File: src/aof_map.svh
`ifndef AOF_MAP_SVH
`define AOF_MAP_SVH

// register offsets (plain port word addresses)
`define AOF_ADDR_CONTROL   4'h0
`define AOF_ADDR_RESULT    4'h1
`define AOF_ADDR_STATUS    4'h2
`define AOF_ADDR_MASK      4'h3
// control field positions
`define AOF_BIT_ON         15
`define AOF_BIT_MODE_HI    14
`define AOF_BIT_MODE_LO    13
`define AOF_BIT_RATIO_HI   12
`define AOF_BIT_RATIO_LO   10
`define AOF_BIT_IRQ_EN     9
`define AOF_BIT_READY      8
`define AOF_BIT_SEL_HI     4
`define AOF_BIT_SEL_LO     0
// reset values
`define AOF_RST_CONTROL    16'h0000
`define AOF_RST_MASK       2'h0
// highest legal input number
`define AOF_LAST_INPUT     5'h15
`endif

File: src/aof_pkg.sv
package aof_pkg;
  typedef enum logic [1:0] {
    AOF_MODE_OVERSAMPLE = 2'h0,
    AOF_MODE_RSVD_A     = 2'h1,
    AOF_MODE_RSVD_B     = 2'h2,
    AOF_MODE_AVERAGE    = 2'h3
  } aof_mode_t;
  typedef enum logic {
    AOF_ST_IDLE,
    AOF_ST_GATHER
  } aof_state_t;
endpackage

File: src/aof_if.sv
`timescale 1ns/10ps
// accumulator control and its answer travel together
interface aof_acc_if;
  logic        clear;
  logic        add;
  logic [11:0] sample;
  logic [19:0] sum;
  modport ctrl (output clear, output add, output sample, input sum);
  modport acc  (input clear, input add, input sample, output sum);
endinterface

File: src/aof_filter.sv
`timescale 1ns/10ps
`include "aof_map.svh"
module aof_filter (
  input  wire logic        clk_i,
  input  wire logic        rst_b_i,
  input  wire logic        ce_i,
  input  wire logic [3:0]  addr_i,
  input  wire logic [15:0] wdata_i,
  input  wire logic        wr_i,
  input  wire logic        rd_i,
  output logic      [15:0] rdata_o,
  input  wire logic        smp_valid_i,
  input  wire logic [4:0]  smp_chan_i,
  input  wire logic [11:0] smp_data_i,
  output logic             adc_irq_o,
  output logic             irq_o
);
  //////////////////////////////////////////////////////////////////////
  // control register and decode
  logic [15:0]         ctrl_q;
  logic [15:0]         result_q;
  logic                ready_q;
  logic [1:0]          status_q;
  logic [1:0]          mask_q;
  logic [8:0]          count_q;
  aof_pkg::aof_state_t state_q;
  aof_acc_if           acc_bus ();

  wire       wr_ctrl   = wr_i && (addr_i == `AOF_ADDR_CONTROL);
  wire       wr_mask   = wr_i && (addr_i == `AOF_ADDR_MASK);
  wire       rd_result = rd_i && (addr_i == `AOF_ADDR_RESULT);
  wire       rd_status = rd_i && (addr_i == `AOF_ADDR_STATUS);
  wire       on        = ctrl_q[`AOF_BIT_ON];
  wire [1:0] mode_raw  = ctrl_q[`AOF_BIT_MODE_HI:`AOF_BIT_MODE_LO];
  wire [2:0] ratio     = ctrl_q[`AOF_BIT_RATIO_HI:`AOF_BIT_RATIO_LO];
  wire [4:0] sel       = ctrl_q[`AOF_BIT_SEL_HI:`AOF_BIT_SEL_LO];
  // reserved modes behave as neither; the filter just stays idle
  wire is_avg  = (aof_pkg::aof_mode_t'(mode_raw) == aof_pkg::AOF_MODE_AVERAGE);
  wire is_ovs  = (aof_pkg::aof_mode_t'(mode_raw) == aof_pkg::AOF_MODE_OVERSAMPLE);
  wire running = on && (is_avg || is_ovs);

  //////////////////////////////////////////////////////////////////////
  // sample selection and count
  // codes above the last input never match a real channel
  wire take = running && smp_valid_i && (smp_chan_i == sel)
              && (sel <= `AOF_LAST_INPUT);
  // averaging doubles per code from 2x; oversampling keeps ratio[1:0]+1 fraction bits with
  // 4x at 000 and 128x at 111, so the upper code half takes one doubling fewer samples
  wire [3:0] frac   = {2'h0, ratio[1:0]} + 4'h1;
  wire [3:0] log_n  = is_avg ? ({1'b0, ratio} + 4'h1) : ((frac << 1) - {3'h0, ratio[2]});
  wire [8:0] need   = 9'h001 << log_n;
  wire       last   = take && ((count_q + 9'h001) == need);
  wire [19:0] total = acc_bus.sum + {8'h00, smp_data_i};
  // oversampling drops all but the fraction bits; averaging drops all of log_n
  wire [3:0] shift  = is_avg ? log_n : (log_n - frac);
  wire [19:0] shifted = total >> shift;
  wire [15:0] new_res = shifted[15:0];
  wire first = take && (state_q == aof_pkg::AOF_ST_IDLE);

  assign acc_bus.add    = take && !last;
  assign acc_bus.clear  = first || last || !running;
  assign acc_bus.sample = smp_data_i;

  aof_acc u_acc (
    .clk_i   (clk_i),
    .rst_b_i (rst_b_i),
    .ce_i    (ce_i),
    .acc     (acc_bus.acc)
  );

  // sequence through one block of samples
  always_ff @(posedge clk_i or negedge rst_b_i) begin
    if (!rst_b_i) begin
      state_q <= aof_pkg::AOF_ST_IDLE;
      count_q <= 9'h000;
    end else if (ce_i) begin
      if (!running || last || wr_ctrl) begin
        state_q <= aof_pkg::AOF_ST_IDLE;
        count_q <= 9'h000;
      end else if (take) begin
        state_q <= aof_pkg::AOF_ST_GATHER;
        count_q <= count_q + 9'h001;
      end
    end
  end

  //////////////////////////////////////////////////////////////////////
  // registers; a completing result wins over the read that clears ready
  always_ff @(posedge clk_i or negedge rst_b_i) begin
    if (!rst_b_i) begin
      ctrl_q   <= `AOF_RST_CONTROL;
      result_q <= 16'h0000;
      ready_q  <= 1'b0;
    end else if (ce_i) begin
      if (wr_ctrl) begin
        ctrl_q <= wdata_i;
      end
      if (last) begin
        result_q <= new_res;
        ready_q  <= 1'b1;
      end else if (!on || rd_result) begin
        ready_q  <= 1'b0;
      end
    end
  end

  // sticky status: bit0 result done, bit1 reserved select used
  wire [1:0] events = {running && smp_valid_i && (sel > `AOF_LAST_INPUT), last};
  always_ff @(posedge clk_i or negedge rst_b_i) begin
    if (!rst_b_i) begin
      status_q <= 2'h0;
      mask_q   <= `AOF_RST_MASK;
    end else if (ce_i) begin
      status_q <= events | (rd_status ? 2'h0 : status_q);
      if (wr_mask) begin
        mask_q <= wdata_i[1:0];
      end
    end
  end

  //////////////////////////////////////////////////////////////////////
  // read data and interrupts
  wire [15:0] ctrl_view = {ctrl_q[15:9], ready_q, 3'h0, ctrl_q[4:0]};
  wire [15:0] rd_mux = (addr_i == `AOF_ADDR_CONTROL) ? ctrl_view :
                       (addr_i == `AOF_ADDR_RESULT)  ? result_q  :
                       (addr_i == `AOF_ADDR_STATUS)  ? {14'h0000, status_q} :
                       (addr_i == `AOF_ADDR_MASK)    ? {14'h0000, mask_q} : 16'h0000;
  always_ff @(posedge clk_i or negedge rst_b_i) begin
    if (!rst_b_i) begin
      rdata_o   <= 16'h0000;
      adc_irq_o <= 1'b0;
      irq_o     <= 1'b0;
    end else if (ce_i) begin
      rdata_o   <= rd_i ? rd_mux : 16'h0000;
      adc_irq_o <= last && ctrl_q[`AOF_BIT_IRQ_EN];
      irq_o     <= |(status_q & mask_q);
    end
  end

  // a finished block raises the common interrupt next cycle only if enabled
  irq_follow_a: assert property (@(posedge clk_i) disable iff (!rst_b_i)
    ce_i |=> (adc_irq_o == ($past(last) && $past(ctrl_q[`AOF_BIT_IRQ_EN]))))
    else $error("common interrupt does not follow result");
  ready_set_a: assert property (@(posedge clk_i) disable iff (!rst_b_i)
    (ce_i && last) |=> ready_q)
    else $error("ready not set after result");
  ready_off_a: assert property (@(posedge clk_i) disable iff (!rst_b_i)
    (ce_i && !on && !last) |=> !ready_q)
    else $error("ready kept while filter off");
  reserved_idle_a: assert property (@(posedge clk_i) disable iff (!rst_b_i)
    !(is_avg || is_ovs) |-> !take)
    else $error("reserved mode took a sample");
  chan_match_a: assert property (@(posedge clk_i) disable iff (!rst_b_i)
    take |-> (smp_chan_i == sel))
    else $error("sample from unselected input");
  bad_sel_a: assert property (@(posedge clk_i) disable iff (!rst_b_i)
    (sel > `AOF_LAST_INPUT) |-> !take)
    else $error("reserved select took a sample");
  avg_count_a: assert property (@(posedge clk_i) disable iff (!rst_b_i)
    (last && is_avg) |-> (count_q == ((9'h002 << ratio) - 9'h001)))
    else $error("averaging count wrong");
  ovs_count_a: assert property (@(posedge clk_i) disable iff (!rst_b_i)
    (last && is_ovs) |-> (count_q == (((ratio[2] ? 9'h002 : 9'h004) << {ratio[1:0], 1'b0}) - 9'h001)))
    else $error("oversampling count wrong");

  //////////////////////////////////////////////////////////////////////
  // block sequencing: the count never runs past the block it fills, so a
  // ratio change can only take effect through the restart on a write
  idle_count_a: assert property (@(posedge clk_i) disable iff (!rst_b_i)
    (state_q == aof_pkg::AOF_ST_IDLE) |-> (count_q == 9'h000))
    else $error("idle sequencer holds a count");
  count_bound_a: assert property (@(posedge clk_i) disable iff (!rst_b_i)
    running |-> (count_q < need))
    else $error("sample count past block size");
  write_restart_a: assert property (@(posedge clk_i) disable iff (!rst_b_i)
    (ce_i && wr_ctrl) |=> (count_q == 9'h000))
    else $error("control write kept a partial block");
  first_sample_a: assert property (@(posedge clk_i) disable iff (!rst_b_i)
    (ce_i && first) |=> (acc_bus.sum == {8'h00, $past(smp_data_i)}))
    else $error("new block does not start from its sample");
  // results never spill past their format, whatever the samples hold
  avg_width_a: assert property (@(posedge clk_i) disable iff (!rst_b_i)
    (last && is_avg) |-> (shifted[19:12] == 8'h00))
    else $error("average wider than twelve bits");
  ovs_width_a: assert property (@(posedge clk_i) disable iff (!rst_b_i)
    (last && is_ovs) |-> (shifted[19:16] == 4'h0))
    else $error("oversampled result wider than sixteen bits");

  //////////////////////////////////////////////////////////////////////
  // registers and flags; a read that meets a completing block leaves
  // ready set, otherwise the read clears it
  ready_clear_a: assert property (@(posedge clk_i) disable iff (!rst_b_i)
    (ce_i && rd_result && !last) |=> !ready_q)
    else $error("result read left ready set");
  off_idle_a: assert property (@(posedge clk_i) disable iff (!rst_b_i)
    !on |-> !take)
    else $error("disabled filter took a sample");
  result_hold_a: assert property (@(posedge clk_i) disable iff (!rst_b_i)
    (ce_i && !last) |=> $stable(result_q))
    else $error("result changed without a block");
  ctrl_write_a: assert property (@(posedge clk_i) disable iff (!rst_b_i)
    (ce_i && wr_ctrl) |=> (ctrl_q == $past(wdata_i)))
    else $error("control write lost");
  // status set wins over the read that clears it
  status_set_a: assert property (@(posedge clk_i) disable iff (!rst_b_i)
    (ce_i && last) |=> status_q[0])
    else $error("done status not set");
  status_clear_a: assert property (@(posedge clk_i) disable iff (!rst_b_i)
    (ce_i && rd_status && !last) |=> !status_q[0])
    else $error("status read did not clear done");
  // enable clear keeps the common interrupt quiet
  irq_quiet_a: assert property (@(posedge clk_i) disable iff (!rst_b_i)
    (ce_i && !ctrl_q[`AOF_BIT_IRQ_EN]) |=> !adc_irq_o)
    else $error("common interrupt while disabled");
  // read data stands for one cycle only
  rdata_zero_a: assert property (@(posedge clk_i) disable iff (!rst_b_i)
    (ce_i && !rd_i) |=> (rdata_o == 16'h0000))
    else $error("read data without a read");
  // a low clock enable freezes every register and output
  ce_freeze_a: assert property (@(posedge clk_i) disable iff (!rst_b_i)
    !ce_i |=> ($stable(ctrl_q) && $stable(count_q) && $stable(ready_q) && $stable(status_q)
               && $stable(rdata_o) && $stable(irq_o)))
    else $error("state moved with clock enable low");
endmodule

File: src/aof_acc.sv
`timescale 1ns/10ps
// sample accumulator; 256 x 12 bits needs 20 bits
module aof_acc (
  input  wire logic clk_i,
  input  wire logic rst_b_i,
  input  wire logic ce_i,
  aof_acc_if.acc    acc
);
  logic [19:0] sum_q;
  logic [19:0] sum_d;

  assign sum_d   = acc.clear ? 20'h00000 : (sum_q + {8'h00, acc.sample});
  assign acc.sum = sum_q;

  // clear and add together start a fresh sum with this sample
  always_ff @(posedge clk_i or negedge rst_b_i) begin
    if (!rst_b_i) begin
      sum_q <= 20'h00000;
    end else if (ce_i && (acc.add || acc.clear)) begin
      sum_q <= acc.add ? (acc.clear ? {8'h00, acc.sample} : sum_d) : 20'h00000;
    end
  end
endmodule

File: config.mk
export PLATFORM = sky130hd
export DESIGN_NAME = aof_filter
export DESIGN_NICKNAME = d
export VERILOG_FILES = /design/src/aof_pkg.sv /design/src/aof_if.sv /design/src/aof_filter.sv /design/src/aof_acc.sv
export VERILOG_INCLUDE_DIRS = /design/src
export SDC_FILE = /design/constraint.sdc
export NUM_CORES = 1
export LEC_CHECK = 0
export ABC_CLOCK_PERIOD_IN_PS = 2970
export BUFFER_PORTS_ARGS = -buffer_cell sky130_fd_sc_hd__buf_2
export CORE_MARGIN = 3
export CORE_UTILIZATION = 34
export CTS_BUF_LIST = sky130_fd_sc_hd__clkbuf_8
export DETAILED_ROUTE_END_ITERATION = 10
export PLACE_DENSITY = 0.62
export SLEW_MARGIN = 20
export SYNTH_ARGS = -nofsm -noshare
export SYNTH_HDL_FRONTEND = slang
export SYNTH_SLANG_ARGS = --single-unit
File: constraint.sdc
create_clock -name clk_i -period 2.97 [get_ports clk_i]
set_input_delay 0.594 -clock clk_i [delete_from_list [all_inputs] [get_ports clk_i]]
set_output_delay 0.594 -clock clk_i [all_outputs]
set_load 0.01 [all_outputs]
* Word level (Yosys, flattened, before mapping) *
Index checks and enable logic that the tools add are counted.
W data, S select, Z words.

storage, ports and cells
  register bits after elaboration = 85
  bits of input ports = 43
  output and inout port bits = 18
  word-level logic and storage cells = 80

cells by class
  add/subtract/negate cells = 6
  order comparisons = 2
  equality and inequality tests = 6
  shift operators = 2
  mux-type cells = 16
  bitwise operators = 3
  reduce and logical (&&, ||, !) cells = 34

operator list
  cell                   number
  $mux W16               3
  $mux W20               2
  $add A20 B12 Y20       1
  $shr A20 B4 Y16        1
  $mux W9                2
  $logic_and A1 B1 Y1    14
  $reduce_and A2 Y1      5
  $add A9 B1 Y9 const B  1
  $eq A9 B9 Y1           1
  $shl A1 B4 Y9 const A  1
  $eq A4 B2 Y1 const B   2
  $mux W4                2
  $logic_or A1 B1 Y1     7
  $mux W2                3
  $eq A5 B5 Y1           1
  $gt A5 B5 Y1 const B   1
  $le A5 B5 Y1 const B   1
  $add A3 B1 Y4 const B  1
  $eq A4 B1 Y1 const B   1
  $logic_not A4 Y1       1
  $mux W1                4
  $reduce_bool A2 Y1     2
  $sub A4 B1 Y4          1
  $sub A4 B3 Y4          1
  8 further kinds        10

* Depth between registers and ports, before layout *
  word-level depth = 11
  gate-level depth with buffers = 14
  depth with buffers taken out = 14

* By module *
A second synthesis with hierarchy kept.

second synthesis, totals
  cells, all modules = 828
  area total of the unflattened synthesis = 7004.2 um2

modules (own cells, without submodules)
  module      times used  cells each  area an instance (um2)  seq. area each (um2)
  aof_filter  1           643         5417.7                  1526.5
  aof_acc     1           185         1586.5                  500.5

* Worst setup path before layout *
OpenSTA, ideal clock, no wires.

  path kind = input -> register
  start point = in smp_data_i[0]
  end point = reg result_q[4]
  library setup time = 0.131 ns
  arrival = 3.409 ns
  required time = 2.839 ns
  path slack = -0.570 ns
  stages = 12
  path buffers = 1
  path through = ha_1 -> fa_1 -> a21o_1 -> a221o_1 -> a2111oi_4 -> or2_2 -> clkbuf_1 -> a2111oi_0 -> a21oi_1 -> a21oi_1 -> o311ai_0 -> o21ai_0

on the way
  word-level cells in the longest chain between the ends = 2

ends and longest elaborated chain
  item                  RTL line          text
  start, declared       aof_filter.sv:14  input wire logic [11:0] smp_data_i,
  $add A20 B12 Y20      aof_filter.sv:53  wire [19:0] total = acc_bus.sum + {8'h00, smp_data_i};
  $shr A20 B4 Y16       aof_filter.sv:56  wire [19:0] shifted = total >> shift;
  end signal, assigned  aof_filter.sv:99  result_q <= new_res;
  end, declared         aof_filter.sv:21  logic [15:0] result_q;

Every way passes these cells.
A chain may end at the register's enable or synchronous reset.

* Worst setup path in the final report *
  start point = reg u_acc.sum_q[0] (netlist: u_acc.acc.sum[0])
  end point = reg result_q[5]

on the way
  word-level cells in the longest chain between the ends = 2

ends and longest elaborated chain
  item                    RTL line          text
  start, declared         aof_acc.sv:9      logic [19:0] sum_q;
  start signal, assigned  aof_acc.sv:20     sum_q <= acc.add ? (acc.clear ? {8'h00, acc.sample} : sum_d) : 20'h00000;
  $add A20 B12 Y20        aof_filter.sv:53
  $shr A20 B4 Y16         aof_filter.sv:56

Every way passes these cells.

==> impl_metrics.xml <==
<?xml version="1.0" encoding="UTF-8"?>
<metrics>
  <group name="synth">
    <metric name="sequential_area_share_after_synthesis" unit="%">33.0</metric>
    <metric name="ys_async_sr_fraction" unit="%">100</metric>
    <metric name="synth-edff-count" unit="">0</metric>
    <metric name="synth-warning-count" unit="">0</metric>
    <metric name="postSynthRegisterBits" unit="">81</metric>
    <metric name="postSynthAreaPerCell" unit="um^2">8.51</metric>
    <metric name="syn_inst" unit="">721</metric>
    <metric name="synth.net_count" unit="">784</metric>
    <metric name="postSynth.topFlopCell" unit="">dfrtp_1</metric>
    <metric name="synthesis.area" unit="um^2">6130</metric>
    <metric name="yosysUniqueCellTypes" unit="">70</metric>
  </group>
  <group name="power">
    <metric name="combPwrFrac" unit="%">65.4</metric>
    <metric name="clkPwrFrac" unit="%">14.4</metric>
    <metric name="share_seq_of_total_power" unit="%">20.2</metric>
    <metric name="power.density" unit="nW/um^2">663</metric>
    <metric name="switching_power" unit="mW">2.55</metric>
    <metric name="irDropWorstVdd" unit="uV">371</metric>
    <metric name="swShare" unit="%">42.9</metric>
    <metric name="lkg_pwr" unit="nW">4.13</metric>
    <metric name="internal_power" unit="mW">3.40</metric>
  </group>
  <group name="die">
    <metric name="die-height" unit="um">140</metric>
    <metric name="floorplan.rows" unit="">48</metric>
    <metric name="dieWidth" unit="um">140</metric>
    <metric name="initial_utilization" unit="%">35.1</metric>
    <metric name="die-area" unit="um^2">19700</metric>
    <metric name="core_area" unit="um^2">17500</metric>
    <metric name="floorplan.io_pins" unit="">61</metric>
  </group>
  <group name="critical_path">
    <metric name="crit_path_end_kind" unit="">flop</metric>
    <metric name="crit_path_start_kind" unit="">flop</metric>
    <metric name="critPathMaxStageDelay" unit="ps">430</metric>
    <metric name="crit_type" unit="">flop to flop</metric>
    <metric name="cpMaxStageDelayCell" unit="">dfrtp_1</metric>
    <metric name="crit_required" unit="ps">3230</metric>
    <metric name="crit_arrival" unit="ps">3470</metric>
    <metric name="timing.critical_path.cells" unit="">ha_4 -&gt; fa_2 -&gt; a21o_1 -&gt; a221o_1 -&gt; a2111oi_4 -&gt; buf_4 -&gt; nor4_2 -&gt; a211oi_2 -&gt; a221oi_2 -&gt; mux2_4 -&gt; o221ai_2 -&gt; o21ai_1</metric>
    <metric name="crit_path_max_fanout" unit="">5</metric>
  </group>
  <group name="grt">
    <metric name="grt_max_degree" unit="">44</metric>
    <metric name="grt_first_pass_wirelength" unit="um">32000</metric>
    <metric name="grtUsageTotal" unit="%">19.7</metric>
    <metric name="gr-total-overflow" unit="">0</metric>
    <metric name="number_of_antenna_violations_at_the_first_check_in_global_routing" unit="">0</metric>
    <metric name="first_global_vias" unit="">6292</metric>
  </group>
  <group name="finish">
    <metric name="flow.area_growth_from_synthesis" unit="%">46.4</metric>
    <metric name="finalNetCount" unit="">1026</metric>
    <metric name="num-fill-cells" unit="">1637</metric>
    <metric name="fin_util" unit="%">51.4</metric>
    <metric name="mostFrequentLayoutCell" unit="">buf_4</metric>
    <metric name="fin_area" unit="um^2">8980</metric>
    <metric name="layout-drive-gt1-share" unit="%">41.1</metric>
    <metric name="antenna_cells_inserted" unit="">0</metric>
    <metric name="mostFrequentLayoutCells" unit="">201 x buf_4, 88 x nand2_1, 79 x dfrtp_1</metric>
  </group>
  <group name="outcome">
    <metric name="status" unit="">finished, violations left</metric>
    <metric name="failed_checks" unit="">negative setup slack</metric>
  </group>
  <group name="placed_design">
    <metric name="detailed_place.area" unit="um^2">8100</metric>
    <metric name="gp_congestion" unit="">0.904</metric>
    <metric name="place.port_buffers" unit="">56</metric>
    <metric name="post-place-ws" unit="ps">-735</metric>
    <metric name="detailed_place_hpwl" unit="um">14700</metric>
  </group>
  <group name="clocking">
    <metric name="clockBufferDepth" unit="">2</metric>
    <metric name="clk-insertion-delay-late" unit="ps">390</metric>
    <metric name="root_buffer" unit="">clkbuf_8</metric>
    <metric name="cts_inserted_buffers" unit="">9</metric>
    <metric name="tritoncts" unit="">built</metric>
    <metric name="htreeDepth" unit="">3</metric>
    <metric name="register_clock_pin_slew_on_the_reported_worst_setup_and_hold_paths" unit="ps">110</metric>
    <metric name="cts.sink_count" unit="">81</metric>
    <metric name="cts_hold_buf" unit="">0</metric>
  </group>
  <group name="timing">
    <metric name="final-max-slew-violation-count" unit="">0</metric>
    <metric name="grt_setup_unrepaired" unit="">yes</metric>
    <metric name="tightest_slew" unit="ps">636</metric>
    <metric name="achievable-frequency" unit="MHz">311</metric>
    <metric name="fin_worst_skew" unit="ps">26.5</metric>
    <metric name="finalHoldViolations" unit="">0</metric>
    <metric name="finalWorstSetupSlack" unit="ps">-241</metric>
    <metric name="setup_violations" unit="">16</metric>
    <metric name="finalCritPeriodShare" unit="%">108</metric>
    <metric name="max_slew_margin" unit="%">57.4</metric>
    <metric name="finalCriticalPeriod" unit="ps">3210</metric>
  </group>
  <group name="routing">
    <metric name="wl_cell" unit="um">17.1</metric>
    <metric name="vias_per_cell" unit="">5.52</metric>
    <metric name="postRouteAntennaNets" unit="">0</metric>
    <metric name="dr_total_vias" unit="">6583</metric>
    <metric name="detail_route.drc_violations" unit="">0</metric>
    <metric name="router_iterations_before_antenna_repair" unit="">5</metric>
    <metric name="wl" unit="um">20400</metric>
    <metric name="drt-initial-drc-count" unit="">516</metric>
  </group>
  <group name="run">
    <metric name="drv.max_cap_violation_count" unit="">0</metric>
  </group>
  <group name="hold_path">
    <metric name="hold_class" unit="">primary input to async pin</metric>
  </group>
</metrics>
-- state kept, by name (all words and copies together), names as in the netlist, 2 cells and up --
name / cells
u_acc.acc.sum: 20
rdata_o: 16
result_q: 16
ctrl_q: 12
count_q: 9
mask_q: 2
status_q: 2
-- per-stage QoR --
step	hold slack, ps	instances	power, mW	TNS, ps
floorplan	298	721	2.92	-5180
global placement	454	1154	4.38	-11720
detailed placement	468	1154	4.39	-13190
CTS	213	1185	5.54	-2210
global route	248	1193	6.27	-5310
finish	191	1193	5.95	-2780
-- power by group through the flow --
stage | Combinational (mW) | Sequential (mW) | Clock [mW]
6_report | 3.89 | 1.20 | 0.854
3_3_place_gp | 3.17 | 1.21 | 0
2_1_floorplan | 1.72 | 1.20 | 0
4_1_cts | 3.47 | 1.20 | 0.870
5_1_grt | 4.14 | 1.21 | 0.920
3_5_place_dp | 3.17 | 1.22 | 0
-- logic make-up (layout without fill, tap and decap cells) --
| kind of cell | after synthesis | count (layout) | share of synthesized area (%) |
|---|---|---|---|
| xor gates and xnor gates | 29 | 29 | 4.14 |
| AOI/OAI and AO/OA | 231 | 231 | 26.1 |
| adders and majority gates | 21 | 21 | 4.37 |
| DFF | 81 | 81 | 33.0 |
| muxes | 46 | 46 | 8.06 |
| buffers and inverters | 57 | 304 | 3.69 |
| and+or+nand+nor | 256 | 256 | 20.6 |
-- worst paths after layout --
kind | slack, ps | end | cells after the start | from
min reg2reg | 490 | result_q[13]$_DFFE_PN0P_ | 1 | result_q[13]$_DFFE_PN0P_
max in group asynchronous | 2150 | ctrl_q[15]$_DFFE_PN0P_ | 2 | rst_b_i
min in group clk_i | 440 | ctrl_q[10]$_DFFE_PN0P_ | 2 | wdata_i[10]
max reg2reg | -240 | result_q[5]$_DFFE_PN0P_ | 12 | u_acc.acc.sum[0]$_DFFE_PN0P_
min | 190 | u_acc.acc.sum[18]$_DFFE_PN0P_ | 1 | rst_b_i
max | -240 | result_q[5]$_DFFE_PN0P_ | 12 | u_acc.acc.sum[0]$_DFFE_PN0P_
-- cell usage after synthesis, drive strengths merged, types with 6 or more instances --
cell,n,area share (%)
xnor2,22,3.1
xor2,7,1.0
clkbuf,32,2.0
mux2i,29,4.9
o21ai,67,5.5
a21oi,32,2.6
a221o,12,2.0
a211oi,18,2.2
o211ai,9,1.3
mux2,17,3.1
nand2b,8,0.82
and3,6,0.61
and2,17,1.7
buf,11,0.88
o311ai,6,0.98
o21a,9,1.1
nor4,10,1.1
nor2b,6,0.61
ha,19,3.9
nor2,41,2.5
inv,14,0.86
nand2,90,5.5
dfrtp,81,33
o31ai,12,1.5
nor3,30,2.4
a21o,13,1.6
nand4,9,0.92
a22oi,6,0.73
a31oi,9,0.92
a22o,6,0.86
nand3,16,1.4
-- routing by layer --
metal | vias up | share of wire (%) | GRT usage (%)
met5 | - | 0 | 0
met4 | 0 | 3.4 | 7.75
met3 | 40 | 5.0 | 2.29
li1 | 3195 | - | -
met2 | 218 | 46 | 32.2
met1 | 3130 | 45 | 26.7
-- repair_timing --
action / in CTS / in global routing
gates cloned: 1 / 2
hold endpoints to repair: 0 / 0
endpoints found under the setup margin: 43 / 44
buffers inserted: 14 / 6
resized for setup: 48 / 78
pin swaps: 33 / 24
-- critical path: cells and delay by family, from the launching register on --
kind	cells	cell delay, ps
DFF	1	430
AOI/OAI and AO/OA	7	1580
and+or+nand+nor	1	60
muxes	1	290
adders and majority gates	2	520
buffers and inverters	1	230
-- layout make-up --
class                   instances  area [um^2]  share of cell area (%)
clock inverters                 7         71.3                   0.794
clock buffers                   9          124                    1.38
inverters                      14         52.6                   0.585
repair buffers                274         2040                    22.7
flip-flops and latches         81         2030                    22.6
well taps                     225          282                    3.14
multi-input cells             583         4380                    48.8
(Power assumes the default switching activity.)
